File: config.mk
export PLATFORM = sky130hd
export DESIGN_NAME = video_sync_timer_link
export DESIGN_NICKNAME = d
export VERILOG_FILES = /design/src/video_sync_pkg.sv /design/src/video_sync_timer_link.sv
export SDC_FILE = /design/constraint.sdc
export NUM_CORES = 1
export LEC_CHECK = 0
export BUFFER_PORTS_ARGS = -buffer_cell sky130_fd_sc_hd__buf_2
export CORE_MARGIN = 5
export CORE_UTILIZATION = 56
export DETAILED_ROUTE_END_ITERATION = 7
export PLACE_DENSITY = 0.86
export SYNTH_ARGS = -nofsm -noshare
export SYNTH_HDL_FRONTEND = slang
export SYNTH_SLANG_ARGS = --single-unit
File: constraint.sdc
create_clock -name pclk -period 3.2 [get_ports pclk]
set_input_delay 0.48 -clock pclk [delete_from_list [all_inputs] [get_ports pclk]]
set_output_delay 0.48 -clock pclk [all_outputs]
set_load 0.01 [all_outputs]
File: src/video_sync_pkg.sv
// shared constants for the video sync timer link block
`default_nettype none
package video_sync_pkg;
  localparam int unsigned ADDR_W = 12;
  // register byte offsets
  localparam logic [11:0] OFF_MASK_OFFSET  = 12'h000;
  localparam logic [11:0] OFF_MODE_CTRL    = 12'h004;
  localparam logic [11:0] OFF_LOW_ADDEND   = 12'h008;
  localparam logic [11:0] OFF_HIGH_ADDEND  = 12'h00C;
  localparam logic [11:0] OFF_FREE_CTRL    = 12'h010;
  localparam logic [11:0] OFF_SYNC_CTRL    = 12'h014;
  localparam logic [11:0] OFF_LINE_TMR     = 12'h018;
  localparam logic [11:0] OFF_HORIZ_TMR    = 12'h01C;
  localparam logic [11:0] OFF_COMPARE_A    = 12'h020;
  localparam logic [11:0] OFF_EDGE_CAPTURE = 12'h024;
  localparam logic [11:0] OFF_FREE_COUNTER = 12'h028;
  localparam logic [11:0] OFF_STATUS       = 12'h02C;
  // compare_mode_control fields
  localparam int unsigned MASK_MODE_BIT = 7;
  localparam int unsigned ALT_ADD_BIT   = 6;
  // free timer control fields
  localparam int unsigned FREE_CKS_LSB  = 0;
  localparam int unsigned FREE_CLR_BIT  = 2;
  localparam int unsigned CAP_EDGE_BIT  = 4;
  // sync control fields
  localparam int unsigned DLR_BIT       = 0;
  localparam int unsigned FALL_MOD_BIT  = 1;
  localparam int unsigned ALIGN_BIT     = 2;
  // 8-bit timer configuration word layout
  localparam int unsigned TMR_CA_LSB    = 0;
  localparam int unsigned TMR_CB_LSB    = 8;
  localparam int unsigned TMR_CKS_LSB   = 16;
  localparam int unsigned TMR_COUNTER_CLEAR_SELECT_LSB  = 19;
  localparam int unsigned TMR_OS_LSB    = 24;
  localparam int unsigned TMR_CFG_W     = 28;
  // clock select codes
  localparam logic [1:0] FREE_CKS_DIV2  = 2'h0;
  localparam logic [1:0] FREE_CKS_DIV8  = 2'h1;
  localparam logic [1:0] FREE_CKS_DIV32 = 2'h2;
  localparam logic [2:0] TMR_CKS_DIV4   = 3'h1;
  localparam logic [2:0] TMR_CKS_HRISE  = 3'h5;
  // counter clear select codes
  localparam logic [1:0] COUNTER_CLEAR_SELECT_MATCH_A   = 2'h1;
  localparam logic [1:0] COUNTER_CLEAR_SELECT_MATCH_B   = 2'h2;
  localparam logic [1:0] COUNTER_CLEAR_SELECT_RESET_IN  = 2'h3;
  // output select actions, per 2-bit half
  localparam logic [1:0] OS_LOW         = 2'h1;
  localparam logic [1:0] OS_HIGH        = 2'h2;
  localparam logic [1:0] OS_TOGGLE      = 2'h3;
  // reset values
  localparam logic [15:0] COMPARE_A_RST = 16'hFFFF;
  localparam logic [7:0]  BYTE_RST      = 8'h00;
  localparam logic [15:0] WORD_RST      = 16'h0000;
  // clamp pulse length in system clocks
  localparam logic [2:0]  CLAMP_CYCLES  = 3'h6;
endpackage
`default_nettype wire

File: src/video_sync_timer_link.sv
// video sync masking, vertical fall modification and internal sync generation
// Summary of operation
// - mask window runs between capture plus offset and capture plus twice offset.
// - capture edge select 1 copies free counter on horizontal rising edges.
// - unmasked horizontal path follows incoming rises and falls.
// - in mask windows horizontal edges and captures are ignored.
// - mask mode enable bit 7 puts capture into offset mask mode when sync control bit 0 is also set.
// - free clock select 01 ticks at clock over 8; clear select 0 never clears.
// - line timer counts horizontal rises, clears on vertical fall.
// - fall modification clears vertical path on line timer match B.
// - optional alignment of vertical fall to next horizontal rise.
// - select 0011 toggles on A; 1001 sets on B, clears on A.
// - each compare A match adds low then high addend alternately.
// - generated vertical rises on the high addition, falls on the low addition.
// - alternate add enable bit 6 turns on the alternating addition.
// - generated horizontal goes high on match A, low on match B.
// - clear select 01 clears on match A; clock select 001 is quarter rate.
// - generated vertical rise acts as horizontal timer match A.
// - clamp rises one clock after horizontal fall, high six clocks.
//
// Decided for this implementation: the placing of the registers and the APB register port.
`timescale 1ns/1ps
`default_nettype none
module video_sync_timer_link #(
  parameter int unsigned FREE_W = 16
) (
  input  wire logic                              pclk,
  input  wire logic                              presetn,
  input  wire logic                              psel,
  input  wire logic                              penable,
  input  wire logic                              pwrite,
  input  wire logic [video_sync_pkg::ADDR_W-1:0] paddr,
  input  wire logic [31:0]                       pwdata,
  output logic      [31:0]                       prdata,
  output logic                                   pready,
  output logic                                   pslverr,
  input  wire logic                              horiz_sync_in,
  input  wire logic                              vert_sync_in,
  output logic                                   horiz_out_select_path,
  output logic                                   vert_out_select_path,
  output logic                                   gen_horiz_sync,
  output logic                                   gen_vert_sync,
  output logic                                   line_timer_out,
  output logic                                   clamp_pulse_four
);
  import video_sync_pkg::*;

  // the register map and the adders assume a 16-bit free counter
  if (FREE_W != 16) begin : g_width_check
    $error("FREE_W must be 16");
  end

  // picks the counting pulse of an 8-bit timer
  function automatic logic tmr_tick(input logic [2:0] clock_select, input logic [4:0] pre,
                                    input logic hrise);
    tmr_tick = ((clock_select == TMR_CKS_DIV4) && (pre[1:0] == 2'h3)) ||
               ((clock_select == TMR_CKS_HRISE) && hrise);
  endfunction

  // applies one 2-bit output select action
  function automatic logic os_act(input logic [1:0] act, input logic cur);
    case (act)
      OS_LOW:    os_act = 1'b0;
      OS_HIGH:   os_act = 1'b1;
      OS_TOGGLE: os_act = ~cur;
      default:   os_act = cur;
    endcase
  endfunction

  // -------- registers --------
  logic [7:0]           mask_offset_q;
  logic [7:0]           compare_mode_control_q;
  logic [15:0]          low_interval_addend_q;
  logic [15:0]          high_interval_addend_q;
  logic [7:0]           free_ctrl_q;
  logic [2:0]           sync_ctrl_q;
  logic [TMR_CFG_W-1:0] tmr_cfg_q [2];
  logic [15:0]          compare_a_reg_q;
  logic [15:0]          edge_capture_reg_q;
  logic [15:0]          free_counter_q;
  logic [4:0]           presc_q;
  logic                 phase_q;
  logic                 mask_q;
  logic                 pend_q;
  logic [2:0]           clamp_cnt_q;
  logic                 gvert_prev_q;
  logic                 ghoriz_prev_q;
  logic [1:0]           in_meta_q;
  logic [1:0]           in_sync_q;
  logic [1:0]           in_prev_q;
  logic [7:0]           byte_counter_q [2];
  logic [1:0]           tmr_out_q;
  logic                 wr_en;
  logic                 acc;
  logic [31:0]          rd_d;
  logic                 hit_d;

  // -------- input synchronisers, bit 0 horizontal, bit 1 vertical --------
  always_ff @(posedge pclk or negedge presetn) begin
    if (!presetn) begin
      in_meta_q <= 2'h0;
      in_sync_q <= 2'h0;
      in_prev_q <= 2'h0;
    end else begin
      in_meta_q <= {vert_sync_in, horiz_sync_in};
      in_sync_q <= in_meta_q;
      in_prev_q <= in_sync_q;
    end
  end

  logic hrise, hfall, vrise, vfall;
  assign hrise = in_sync_q[0] & ~in_prev_q[0];
  assign hfall = ~in_sync_q[0] & in_prev_q[0];
  assign vrise = in_sync_q[1] & ~in_prev_q[1];
  assign vfall = ~in_sync_q[1] & in_prev_q[1];

  // -------- APB slave, no wait states: pready comes from a flop --------
  assign acc   = psel & penable & pready;
  assign wr_en = acc & pwrite & ~pslverr;

  // address decode and read mux
  always_comb begin
    rd_d  = 32'h0000_0000;
    hit_d = 1'b1;
    if (paddr == OFF_MASK_OFFSET) begin
      rd_d[7:0] = mask_offset_q;
    end else if (paddr == OFF_MODE_CTRL) begin
      rd_d[7:0] = compare_mode_control_q;
    end else if (paddr == OFF_LOW_ADDEND) begin
      rd_d[15:0] = low_interval_addend_q;
    end else if (paddr == OFF_HIGH_ADDEND) begin
      rd_d[15:0] = high_interval_addend_q;
    end else if (paddr == OFF_FREE_CTRL) begin
      rd_d[7:0] = free_ctrl_q;
    end else if (paddr == OFF_SYNC_CTRL) begin
      rd_d[2:0] = sync_ctrl_q;
    end else if (paddr == OFF_LINE_TMR) begin
      rd_d[TMR_CFG_W-1:0] = tmr_cfg_q[0];
    end else if (paddr == OFF_HORIZ_TMR) begin
      rd_d[TMR_CFG_W-1:0] = tmr_cfg_q[1];
    end else if (paddr == OFF_COMPARE_A) begin
      rd_d[15:0] = compare_a_reg_q;
    end else if (paddr == OFF_EDGE_CAPTURE) begin
      rd_d[15:0] = edge_capture_reg_q;
    end else if (paddr == OFF_FREE_COUNTER) begin
      rd_d[15:0] = free_counter_q;
    end else if (paddr == OFF_STATUS) begin
      rd_d = {byte_counter_q[1], byte_counter_q[0], 8'h00, clamp_pulse_four, line_timer_out, gen_vert_sync,
              gen_horiz_sync, vert_out_select_path, horiz_out_select_path, mask_q, phase_q};
    end else begin
      hit_d = 1'b0;
    end
  end

  // answer registered in the setup cycle, dropped after the access
  always_ff @(posedge pclk or negedge presetn) begin
    if (!presetn) begin
      pready  <= 1'b0;
      pslverr <= 1'b0;
      prdata  <= 32'h0000_0000;
    end else begin
      pready  <= psel & ~penable;
      pslverr <= psel & ~penable & ~hit_d;
      prdata  <= (psel & ~penable & ~pwrite) ? rd_d : 32'h0000_0000;
    end
  end

  // software-written configuration
  always_ff @(posedge pclk or negedge presetn) begin
    if (!presetn) begin
      mask_offset_q          <= BYTE_RST;
      compare_mode_control_q <= BYTE_RST;
      low_interval_addend_q  <= WORD_RST;
      high_interval_addend_q <= WORD_RST;
      free_ctrl_q            <= BYTE_RST;
      sync_ctrl_q            <= 3'h0;
      tmr_cfg_q[0]           <= '0;
      tmr_cfg_q[1]           <= '0;
    end else if (wr_en) begin
      if (paddr == OFF_MASK_OFFSET) begin
        mask_offset_q <= pwdata[7:0];
      end else if (paddr == OFF_MODE_CTRL) begin
        compare_mode_control_q <= pwdata[7:0];
      end else if (paddr == OFF_LOW_ADDEND) begin
        low_interval_addend_q <= pwdata[15:0];
      end else if (paddr == OFF_HIGH_ADDEND) begin
        high_interval_addend_q <= pwdata[15:0];
      end else if (paddr == OFF_FREE_CTRL) begin
        free_ctrl_q <= pwdata[7:0];
      end else if (paddr == OFF_SYNC_CTRL) begin
        sync_ctrl_q <= pwdata[2:0];
      end else if (paddr == OFF_LINE_TMR) begin
        tmr_cfg_q[0] <= pwdata[TMR_CFG_W-1:0];
      end else if (paddr == OFF_HORIZ_TMR) begin
        tmr_cfg_q[1] <= pwdata[TMR_CFG_W-1:0];
      end
    end
  end

  // -------- free running counter --------
  logic [1:0] free_cks;
  logic       free_tick;
  logic       cmp_a_match;
  assign free_cks    = free_ctrl_q[FREE_CKS_LSB +: 2];
  assign free_tick   = (free_cks == FREE_CKS_DIV2)  ? presc_q[0] :
                       (free_cks == FREE_CKS_DIV8)  ? (presc_q[2:0] == 3'h7) :
                       (free_cks == FREE_CKS_DIV32) ? (presc_q == 5'h1F) : 1'b0;
  assign cmp_a_match = free_tick & (free_counter_q == compare_a_reg_q);

  // prescaler and counter; clear on match only when clear select is 1
  always_ff @(posedge pclk or negedge presetn) begin
    if (!presetn) begin
      presc_q        <= 5'h00;
      free_counter_q <= WORD_RST;
    end else begin
      presc_q <= presc_q + 5'h01;
      if (cmp_a_match && free_ctrl_q[FREE_CLR_BIT]) begin
        free_counter_q <= WORD_RST;
      end else if (free_tick) begin
        free_counter_q <= free_counter_q + 16'h0001;
      end
    end
  end

  // -------- double line rate masking --------
  logic        mask_on;
  logic        edge_ok;
  logic        cap_edge;
  logic [15:0] mask_start;
  logic [15:0] mask_end;
  assign mask_on    = compare_mode_control_q[MASK_MODE_BIT] & sync_ctrl_q[DLR_BIT];
  assign edge_ok    = ~(mask_on & mask_q);
  assign cap_edge   = free_ctrl_q[CAP_EDGE_BIT] ? hrise : hfall;
  assign mask_start = edge_capture_reg_q + {8'h00, mask_offset_q};
  assign mask_end   = edge_capture_reg_q + {7'h00, mask_offset_q, 1'b0};

  // capture and horizontal path share the edge qualifier that the mask window drives
  always_ff @(posedge pclk or negedge presetn) begin
    if (!presetn) begin
      edge_capture_reg_q    <= WORD_RST;
      mask_q                <= 1'b0;
      horiz_out_select_path <= 1'b0;
    end else begin
      if (cap_edge && edge_ok) begin
        edge_capture_reg_q <= free_counter_q;
      end
      if (!mask_on) begin
        mask_q <= 1'b0;
      end else if (free_tick && free_counter_q == mask_end) begin
        mask_q <= 1'b0;
      end else if (free_tick && free_counter_q == mask_start) begin
        mask_q <= 1'b1;
      end
      // edges falling inside the window are dropped, not delayed
      if (hrise && edge_ok) begin
        horiz_out_select_path <= 1'b1;
      end else if (hfall && edge_ok) begin
        horiz_out_select_path <= 1'b0;
      end
    end
  end

  // -------- alternating compare A additions, generated vertical --------
  always_ff @(posedge pclk or negedge presetn) begin
    if (!presetn) begin
      compare_a_reg_q <= COMPARE_A_RST;
      phase_q         <= 1'b0;
      gen_vert_sync   <= 1'b0;
    end else begin
      if (wr_en && paddr == OFF_COMPARE_A) begin
        compare_a_reg_q <= pwdata[15:0];
        phase_q         <= 1'b0;
      end else if (cmp_a_match && compare_mode_control_q[ALT_ADD_BIT]) begin
        compare_a_reg_q <= compare_a_reg_q +
                           (phase_q ? high_interval_addend_q : low_interval_addend_q);
        phase_q         <= ~phase_q;
        gen_vert_sync   <= phase_q;
      end
    end
  end

  // -------- two 8-bit timers: 0 counts lines, 1 makes horizontal sync --------
  logic [1:0] t_ma;
  logic [1:0] t_mb;
  logic [1:0] t_rst;
  assign t_rst[0] = vfall;
  assign t_rst[1] = gen_vert_sync & ~gvert_prev_q;

  for (genvar t = 0; t < 2; t++) begin : g_tmr
    logic [7:0] ca;
    logic [7:0] cb;
    logic [1:0] counter_clear_select;
    logic [3:0] os;
    logic       tick;
    logic       clr;
    assign ca   = tmr_cfg_q[t][TMR_CA_LSB +: 8];
    assign cb   = tmr_cfg_q[t][TMR_CB_LSB +: 8];
    assign counter_clear_select = tmr_cfg_q[t][TMR_COUNTER_CLEAR_SELECT_LSB +: 2];
    assign os   = tmr_cfg_q[t][TMR_OS_LSB +: 4];
    assign tick = tmr_tick(tmr_cfg_q[t][TMR_CKS_LSB +: 3], presc_q, hrise);
    // only the horizontal timer treats its reset input as a match A
    assign t_ma[t] = (tick && byte_counter_q[t] == ca) || (t == 1 && t_rst[t]);
    assign t_mb[t] = tick && byte_counter_q[t] == cb;
    assign clr     = (counter_clear_select == COUNTER_CLEAR_SELECT_MATCH_A  && t_ma[t]) ||
                     (counter_clear_select == COUNTER_CLEAR_SELECT_MATCH_B  && t_mb[t]) ||
                     (counter_clear_select == COUNTER_CLEAR_SELECT_RESET_IN && t_rst[t]) ||
                     (t == 1 && t_rst[t]);

    // match A wins over match B so equal constants leave A's level
    always_ff @(posedge pclk or negedge presetn) begin
      if (!presetn) begin
        byte_counter_q[t]    <= 8'h00;
        tmr_out_q[t] <= 1'b0;
      end else begin
        if (clr) begin
          byte_counter_q[t] <= 8'h00;
        end else if (tick) begin
          byte_counter_q[t] <= byte_counter_q[t] + 8'h01;
        end
        if (t_ma[t]) begin
          tmr_out_q[t] <= os_act(os[1:0], tmr_out_q[t]);
        end else if (t_mb[t]) begin
          tmr_out_q[t] <= os_act(os[3:2], tmr_out_q[t]);
        end
      end
    end
  end

  assign line_timer_out = tmr_out_q[0];
  assign gen_horiz_sync = tmr_out_q[1];

  // -------- vertical path with fall modification and alignment --------
  logic clr_req;
  assign clr_req = sync_ctrl_q[FALL_MOD_BIT] ? t_mb[0] : vfall;

  // a held fall waits for the next horizontal rise; a new rise cancels it
  always_ff @(posedge pclk or negedge presetn) begin
    if (!presetn) begin
      vert_out_select_path <= 1'b0;
      pend_q               <= 1'b0;
    end else if (vrise) begin
      vert_out_select_path <= 1'b1;
      pend_q               <= 1'b0;
    end else if (sync_ctrl_q[ALIGN_BIT]) begin
      if (pend_q && hrise) begin
        vert_out_select_path <= 1'b0;
        pend_q               <= 1'b0;
      end else if (clr_req) begin
        pend_q <= 1'b1;
      end
    end else begin
      pend_q <= 1'b0;
      if (clr_req) begin
        vert_out_select_path <= 1'b0;
      end
    end
  end

  // -------- clamp pulse after each generated horizontal fall --------
  always_ff @(posedge pclk or negedge presetn) begin
    if (!presetn) begin
      gvert_prev_q     <= 1'b0;
      ghoriz_prev_q    <= 1'b0;
      clamp_cnt_q      <= 3'h0;
      clamp_pulse_four <= 1'b0;
    end else begin
      gvert_prev_q  <= gen_vert_sync;
      ghoriz_prev_q <= gen_horiz_sync;
      if (ghoriz_prev_q && !gen_horiz_sync) begin
        clamp_pulse_four <= 1'b1;
        clamp_cnt_q      <= CLAMP_CYCLES - 3'h1;
      end else if (clamp_cnt_q != 3'h0) begin
        clamp_cnt_q <= clamp_cnt_q - 3'h1;
      end else begin
        clamp_pulse_four <= 1'b0;
      end
    end
  end
endmodule
`default_nettype wire
Word level (Yosys, flattened, before mapping)

Index checks and enable logic that the tools add are counted.

Flip-flop bits (word level): 238
Output and inout port bits: 40

$add $sub $neg: 8
Equality and inequality tests: 51
Mux-type cells: 102
Bitwise gates (word level): 36
Reduce and logical (&&, ||, !) cells: 59

Operator list:

| operator              | count |
|---|---|
| $mux 32               | 13 |
| $mux 16               | 23 |
| $mux 28               | 8 |
| $mux 24               | 3 |
| $mux 8                | 7 |
| $eq 12x5->1 const B   | 4 |
| $eq 12x6->1 const B   | 4 |
| $eq 16x16->1          | 3 |
| $mux 1                | 38 |
| $eq 8x8->1            | 4 |
| $mux 29               | 1 |
| $eq 2x2->1 const B    | 14 |
| $eq 12x4->1 const B   | 2 |
| $logic_and 1x1->1     | 24 |
| $not 1->1             | 21 |
| $add 16x1->16 const B | 1 |
| $add 16x16->16        | 1 |
| $add 16x8->16         | 1 |
| $add 16x9->16         | 1 |
| $add 8x1->8 const B   | 2 |
| $reduce_bool 2->1     | 8 |
| $and 1x1->1           | 15 |
| $eq 2x1->1 const B    | 7 |
| $eq 12x3->1 const B   | 1 |
| other kinds (25)      | 50 |

Longest topological paths before layout

Depth in word-level cells: 39
Gate-level depth with buffers: 13
Mapped depth without buffers: 12

Worst setup path after synthesis

Ideal clock, no wire load.

Path type: reg-to-reg
From: reg phase_q
To: reg compare_a_reg_q[15]
Arrival time: 3145 ps
Data required time: 3123 ps
Setup slack: -23 ps
Cell stages (with the launch flop): 13
Path buffers: 2
Period minus slack after synthesis: 3223 ps
Cell sequence: dfrtp_1 > clkbuf_1 > clkbuf_1 > mux2_2 > ha_1 > a21o_1 > a21o_1 > a21boi_0 > o31ai_1 > a31o_2 > xor2_1 > or3_1 > a31oi_1

Word-level cells in the longest chain between the ends: 4

Ends and longest elaborated chain:

| element                | line                         | text |
|---|---|---|
| start, declared        | video_sync_timer_link.sv:82  | `logic phase_q;` |
| start signal, assigned | video_sync_timer_link.sv:276 | `phase_q <= ~phase_q;` |
| $mux 16                | video_sync_timer_link.sv:275 | `(phase_q ? high_interval_addend_q : low_interval_addend_q);` |
| $add 16x16->16         | video_sync_timer_link.sv:274 | `compare_a_reg_q <= compare_a_reg_q +` |
| $mux 16                | video_sync_timer_link.sv:273 | `end else if (cmp_a_match && compare_mode_control_q[ALT_ADD_BIT]) begin` |
| $mux 16                | video_sync_timer_link.sv:270 | `if (wr_en && paddr == OFF_COMPARE_A) begin` |
| end signal, assigned   | video_sync_timer_link.sv:271 | `compare_a_reg_q <= pwdata[15:0];` |
| end signal, assigned   | video_sync_timer_link.sv:274 |  |
| end, declared          | video_sync_timer_link.sv:78  | `logic [15:0] compare_a_reg_q;` |

No other way between the ends. The select of a mux whose other input is x is not followed.
A chain may end at the register's enable or synchronous reset.

Final worst setup path

Ends and elaborated chain as after synthesis.

==> run_results.csv <==
group,metric,value,unit
logic_synthesis,synth_cell_type_count,72,
outcome,status,"finished, final reports clean",
timing,hold-worst-slack,36.8,ps
critical_path,rr_worst_depth,11,
die,start_util,56.5,%
cells_and_area,final_area,15400,um2
cts,cts_buffers,25,
cts,clk_latency,550,ps
critical_path,crit_fanout,8,
die,std_cell_rows,57,
cells_and_area,layout_commonest_cell,"dfrtp_1",
cells_and_area,fillers,1817,
timing,finalHoldViolations,0,
cts,clock_sinks,238,
detailed_routing,drt_iter0_markers,1241,
detailed_routing,routedWlPerCell,22.8,um
cts,clkSlewWorstSetupHoldPaths,60,ps
logic_synthesis,syn-num-nets,1397,
critical_path,critPathArrivalTime,3530,ps
logic_synthesis,ys_warn_count,0,
cts,clock_path_buffers,3,
power,powerDensity,424,nW/um2
critical_path,cp-start-kind,"flop",
critical_path,crit_path_end,"compare_a_reg_q[15]",
critical_path,end_kind,"flop",
min_path,min_path_type,"in -> reg",
detailed_routing,avgViaCountPerCell,6.39,
global_routing,overflow,0,
global_routing,grt_pass1_wl,61700,um
die,ioPinCount,91,
critical_path,crit_start,"phase_q",
cells_and_area,final_layout_size_suffix_gt1_share,25.2,%
power,p_leak,7.64,nW
die,coreArea,24200,um2
logic_synthesis,synth_area,13700,um2
logic_synthesis,synth-main-ff-cell,"dfrtp_1",
detailed_routing,via_count,11000,
timing,setup_tns,0,ps
critical_path,critical_path.max_stage_delay,440,ps
logic_synthesis,syn_area_per_cell,10.5,um2
timing,skew,21.3,ps
timing,finalSetupViolCount,0,
cells_and_area,layout_common_cells,"222 x dfrtp_1, 124 x mux2_2, 121 x nor2_1",
detailed_routing,ant_nets,0,
critical_path,reg2reg_slack,130,ps
cells_and_area,layout.nets,1486,
logic_synthesis,synth_edf_count,0,
global_routing,antenna_found_initial,0,
cells_and_area,area.growth.synth_to_final,12.8,%
timing,rsz0062_at_grt,"no",
timing,slew_headroom,39.3,%
cells_and_area,n_antenna_cell,0,
global_routing,grt_pass1_vias,10900,
critical_path,crit_required,3660,ps
critical_path,crit_chain,"buf_4 > mux2_2 > ha_1 > nand3_1 > o211ai_1 > nor2b_1 > o31ai_2 > a31o_2 > xor2_1 > or3_1 > a31oi_1",
place,hpwl,28500,um
detailed_routing,dr.pass1.iters,8,
timing,worst_pin_slew,910,ps
cts,cts_tree,"yes",
logic_synthesis,synth-seq-area-share,43.7,%
timing,maxSlewViolCount,0,
global_routing,grt_max_degree,86,
logic_synthesis,ys_ff_latch,238,
cts,clockRootBuffer,"clkbuf_16",
timing,fin_crit_sh,96.0,%
min_path,min_path_cells,1,
critical_path,r2r_start,"phase_q",
critical_path,rr_endpoint,"compare_a_reg_q[15]",
cts,h-tree-depth,1,
power,peakVddDrop,0.317,mV
die,die_y,166,um
detailed_routing,wl,39400,um
global_routing,track_usage,27.7,%
run,cap_violations,0,
place,port_buffers,86,
logic_synthesis,async_flop_share,100,%
timing,fmax,326,MHz
critical_path,path_class,"reg -> reg",
die,die_area,27600,um2
place,gp_congestion,0.991,
cts,postCtsSetupBuffers,0,
logic_synthesis,syn_inst,1296,
die,die_w,166,um
place,placed_area,14600,um2
critical_path,slowest_stage,"dfrtp_1",
timing,layout_min_cycle_time,3070,ps
detailed_routing,drc,0,
==> layout make-up <==
cell class,instances,area [um2],area share [%]
clock buffers,35,743,4.82
flip-flops and latches,238,5980,38.8
repair buffers,132,830,5.38
well taps,324,405,2.63
multi-input cells,951,7250,47.0
clock inverters,6,76.3,0.495
inverters,37,139,0.901
==> sequential cells by signal, indices dropped and copies added, names as in the netlist, 2 cells and up <==
name                        count
g_tmr.ca                       16
free_ctrl_q                     8
byte_counter_q                 16
sync_ctrl_q                     3
high_interval_addend_q         16
low_interval_addend_q          16
in_sync_q                       2
in_prev_q                       2
in_meta_q                       2
g_tmr.os                        8
mask_offset_q                   8
tmr_cfg_q                      12
g_tmr.counter_clear_select      4
free_counter_q                 16
prdata                         32
edge_capture_reg_q             16
compare_mode_control_q          8
compare_a_reg_q                16
presc_q                         5
clamp_cnt_q                     3
g_tmr.cb                       16
==> worst max-delay path, delay by kind of cell (launching register included) <==
family / cells / cell delay (ps)
adders and majority gates: 1 / 370
buffers and inverters: 1 / 230
xor gates and xnor gates: 1 / 90
muxes: 1 / 370
DFF: 1 / 440
AOI/OAI and AO/OA: 4 / 970
and+or+nand+nor: 3 / 540
==> cells in the mapped netlist (3+ instances only) <==
cell / n / area, um2
dfstp_2: 16 / 420
and4_1: 4 / 35.0
buf_2: 16 / 80.1
mux2_2: 124 / 1400
xor2_1: 78 / 683
inv_1: 37 / 139
mux2i_1: 25 / 250
nor3b_1: 4 / 30.0
nor4_1: 16 / 100
o211ai_1: 4 / 30.0
and3_1: 15 / 93.8
dfrtp_1: 222 / 5560
xnor2_1: 56 / 490
nand2b_1: 18 / 113
o31ai_1: 7 / 52.6
a22oi_1: 10 / 75.1
o221ai_1: 10 / 87.6
nand3b_1: 4 / 30.0
a21oi_1: 58 / 290
fa_1: 3 / 60.1
a2111oi_0: 5 / 43.8
and2_1: 3 / 18.8
or3_1: 5 / 31.3
a211oi_1: 5 / 37.5
a21boi_0: 4 / 30.0
a221oi_1: 16 / 140
o21ai_0: 40 / 200
nor2_1: 122 / 458
o21bai_1: 4 / 30.0
nor2b_1: 6 / 37.5
o21a_1: 4 / 30.0
o22ai_1: 10 / 62.6
a21o_1: 6 / 45.0
clkbuf_1: 45 / 169
buf_4: 3 / 22.5
a222oi_1: 17 / 170
a31oi_1: 8 / 50.1
ha_1: 47 / 588
buf_6: 4 / 45.0
nand2_1: 78 / 293
nand3_1: 29 / 145
nand4_1: 19 / 119
nor3_1: 27 / 135
mux2_4: 20 / 300
==> repair_timing <==
action	in CTS	in global routing
hold endpoints to repair	68	0
hold buffers	1	0
setup endpoints to repair	0	4
gates resized for setup	0	9
==> cell families (layout without fill, tap and decap cells) <==
kind of cell | after synthesis | count (layout) | synth area share [%]
compound gates | 226 | 226 | 11.3
xor+xnor | 134 | 134 | 8.59
flops | 238 | 238 | 43.7
buf+inv | 107 | 210 | 3.40
mux | 172 | 172 | 14.6
simple gates | 369 | 369 | 13.7
fa+ha+maj | 50 | 50 | 4.74
==> metrics by stage <==
stage	util, %	power, mW	std cells	setup WS [ps]
6_report	63.8	6.54	1723	128
3_5_place_dp	60.3	3.64	1681	106
2_1_floorplan	-	3.42	1296	92.7
4_1_cts	63.7	6.55	1723	65.2
5_1_grt	63.8	6.73	1723	25.3
3_3_place_gp	60.3	3.62	1681	146
==> power breakdown <==
part / internal (mW) / switching, mW / total (mW)
Combinational: 0.195 / 0.300 / 0.496
Sequential: 3.04 / 0.0656 / 3.11
Clock: 1.70 / 1.24 / 2.93
==> worst min path at each step <==
stage	slack (ps)	to	start
3_3_place_gp	330	in_sync_q[1]	in_meta_q[1]
6_report	40	in_meta_q[1]	vert_sync_in
4_1_cts	20	in_meta_q[1]	vert_sync_in
5_1_grt	30	in_meta_q[1]	vert_sync_in
2_1_floorplan	180	byte_counter_q[0]	presetn
3_5_place_dp	340	in_sync_q[1]	in_meta_q[1]
==> routing by layer <==
metal  vias to the layer above  part of all wire (%)  global-route usage, %
li1                       4867                     -                      -
met1                      5445                    41                   38.5
met2                       584                    45                   42.6
met3                       114                    10                   6.40
met4                         0                   4.3                   10.8
met5                         -                     0                      0
No activity file was read; power rests on OpenSTA's default activity.
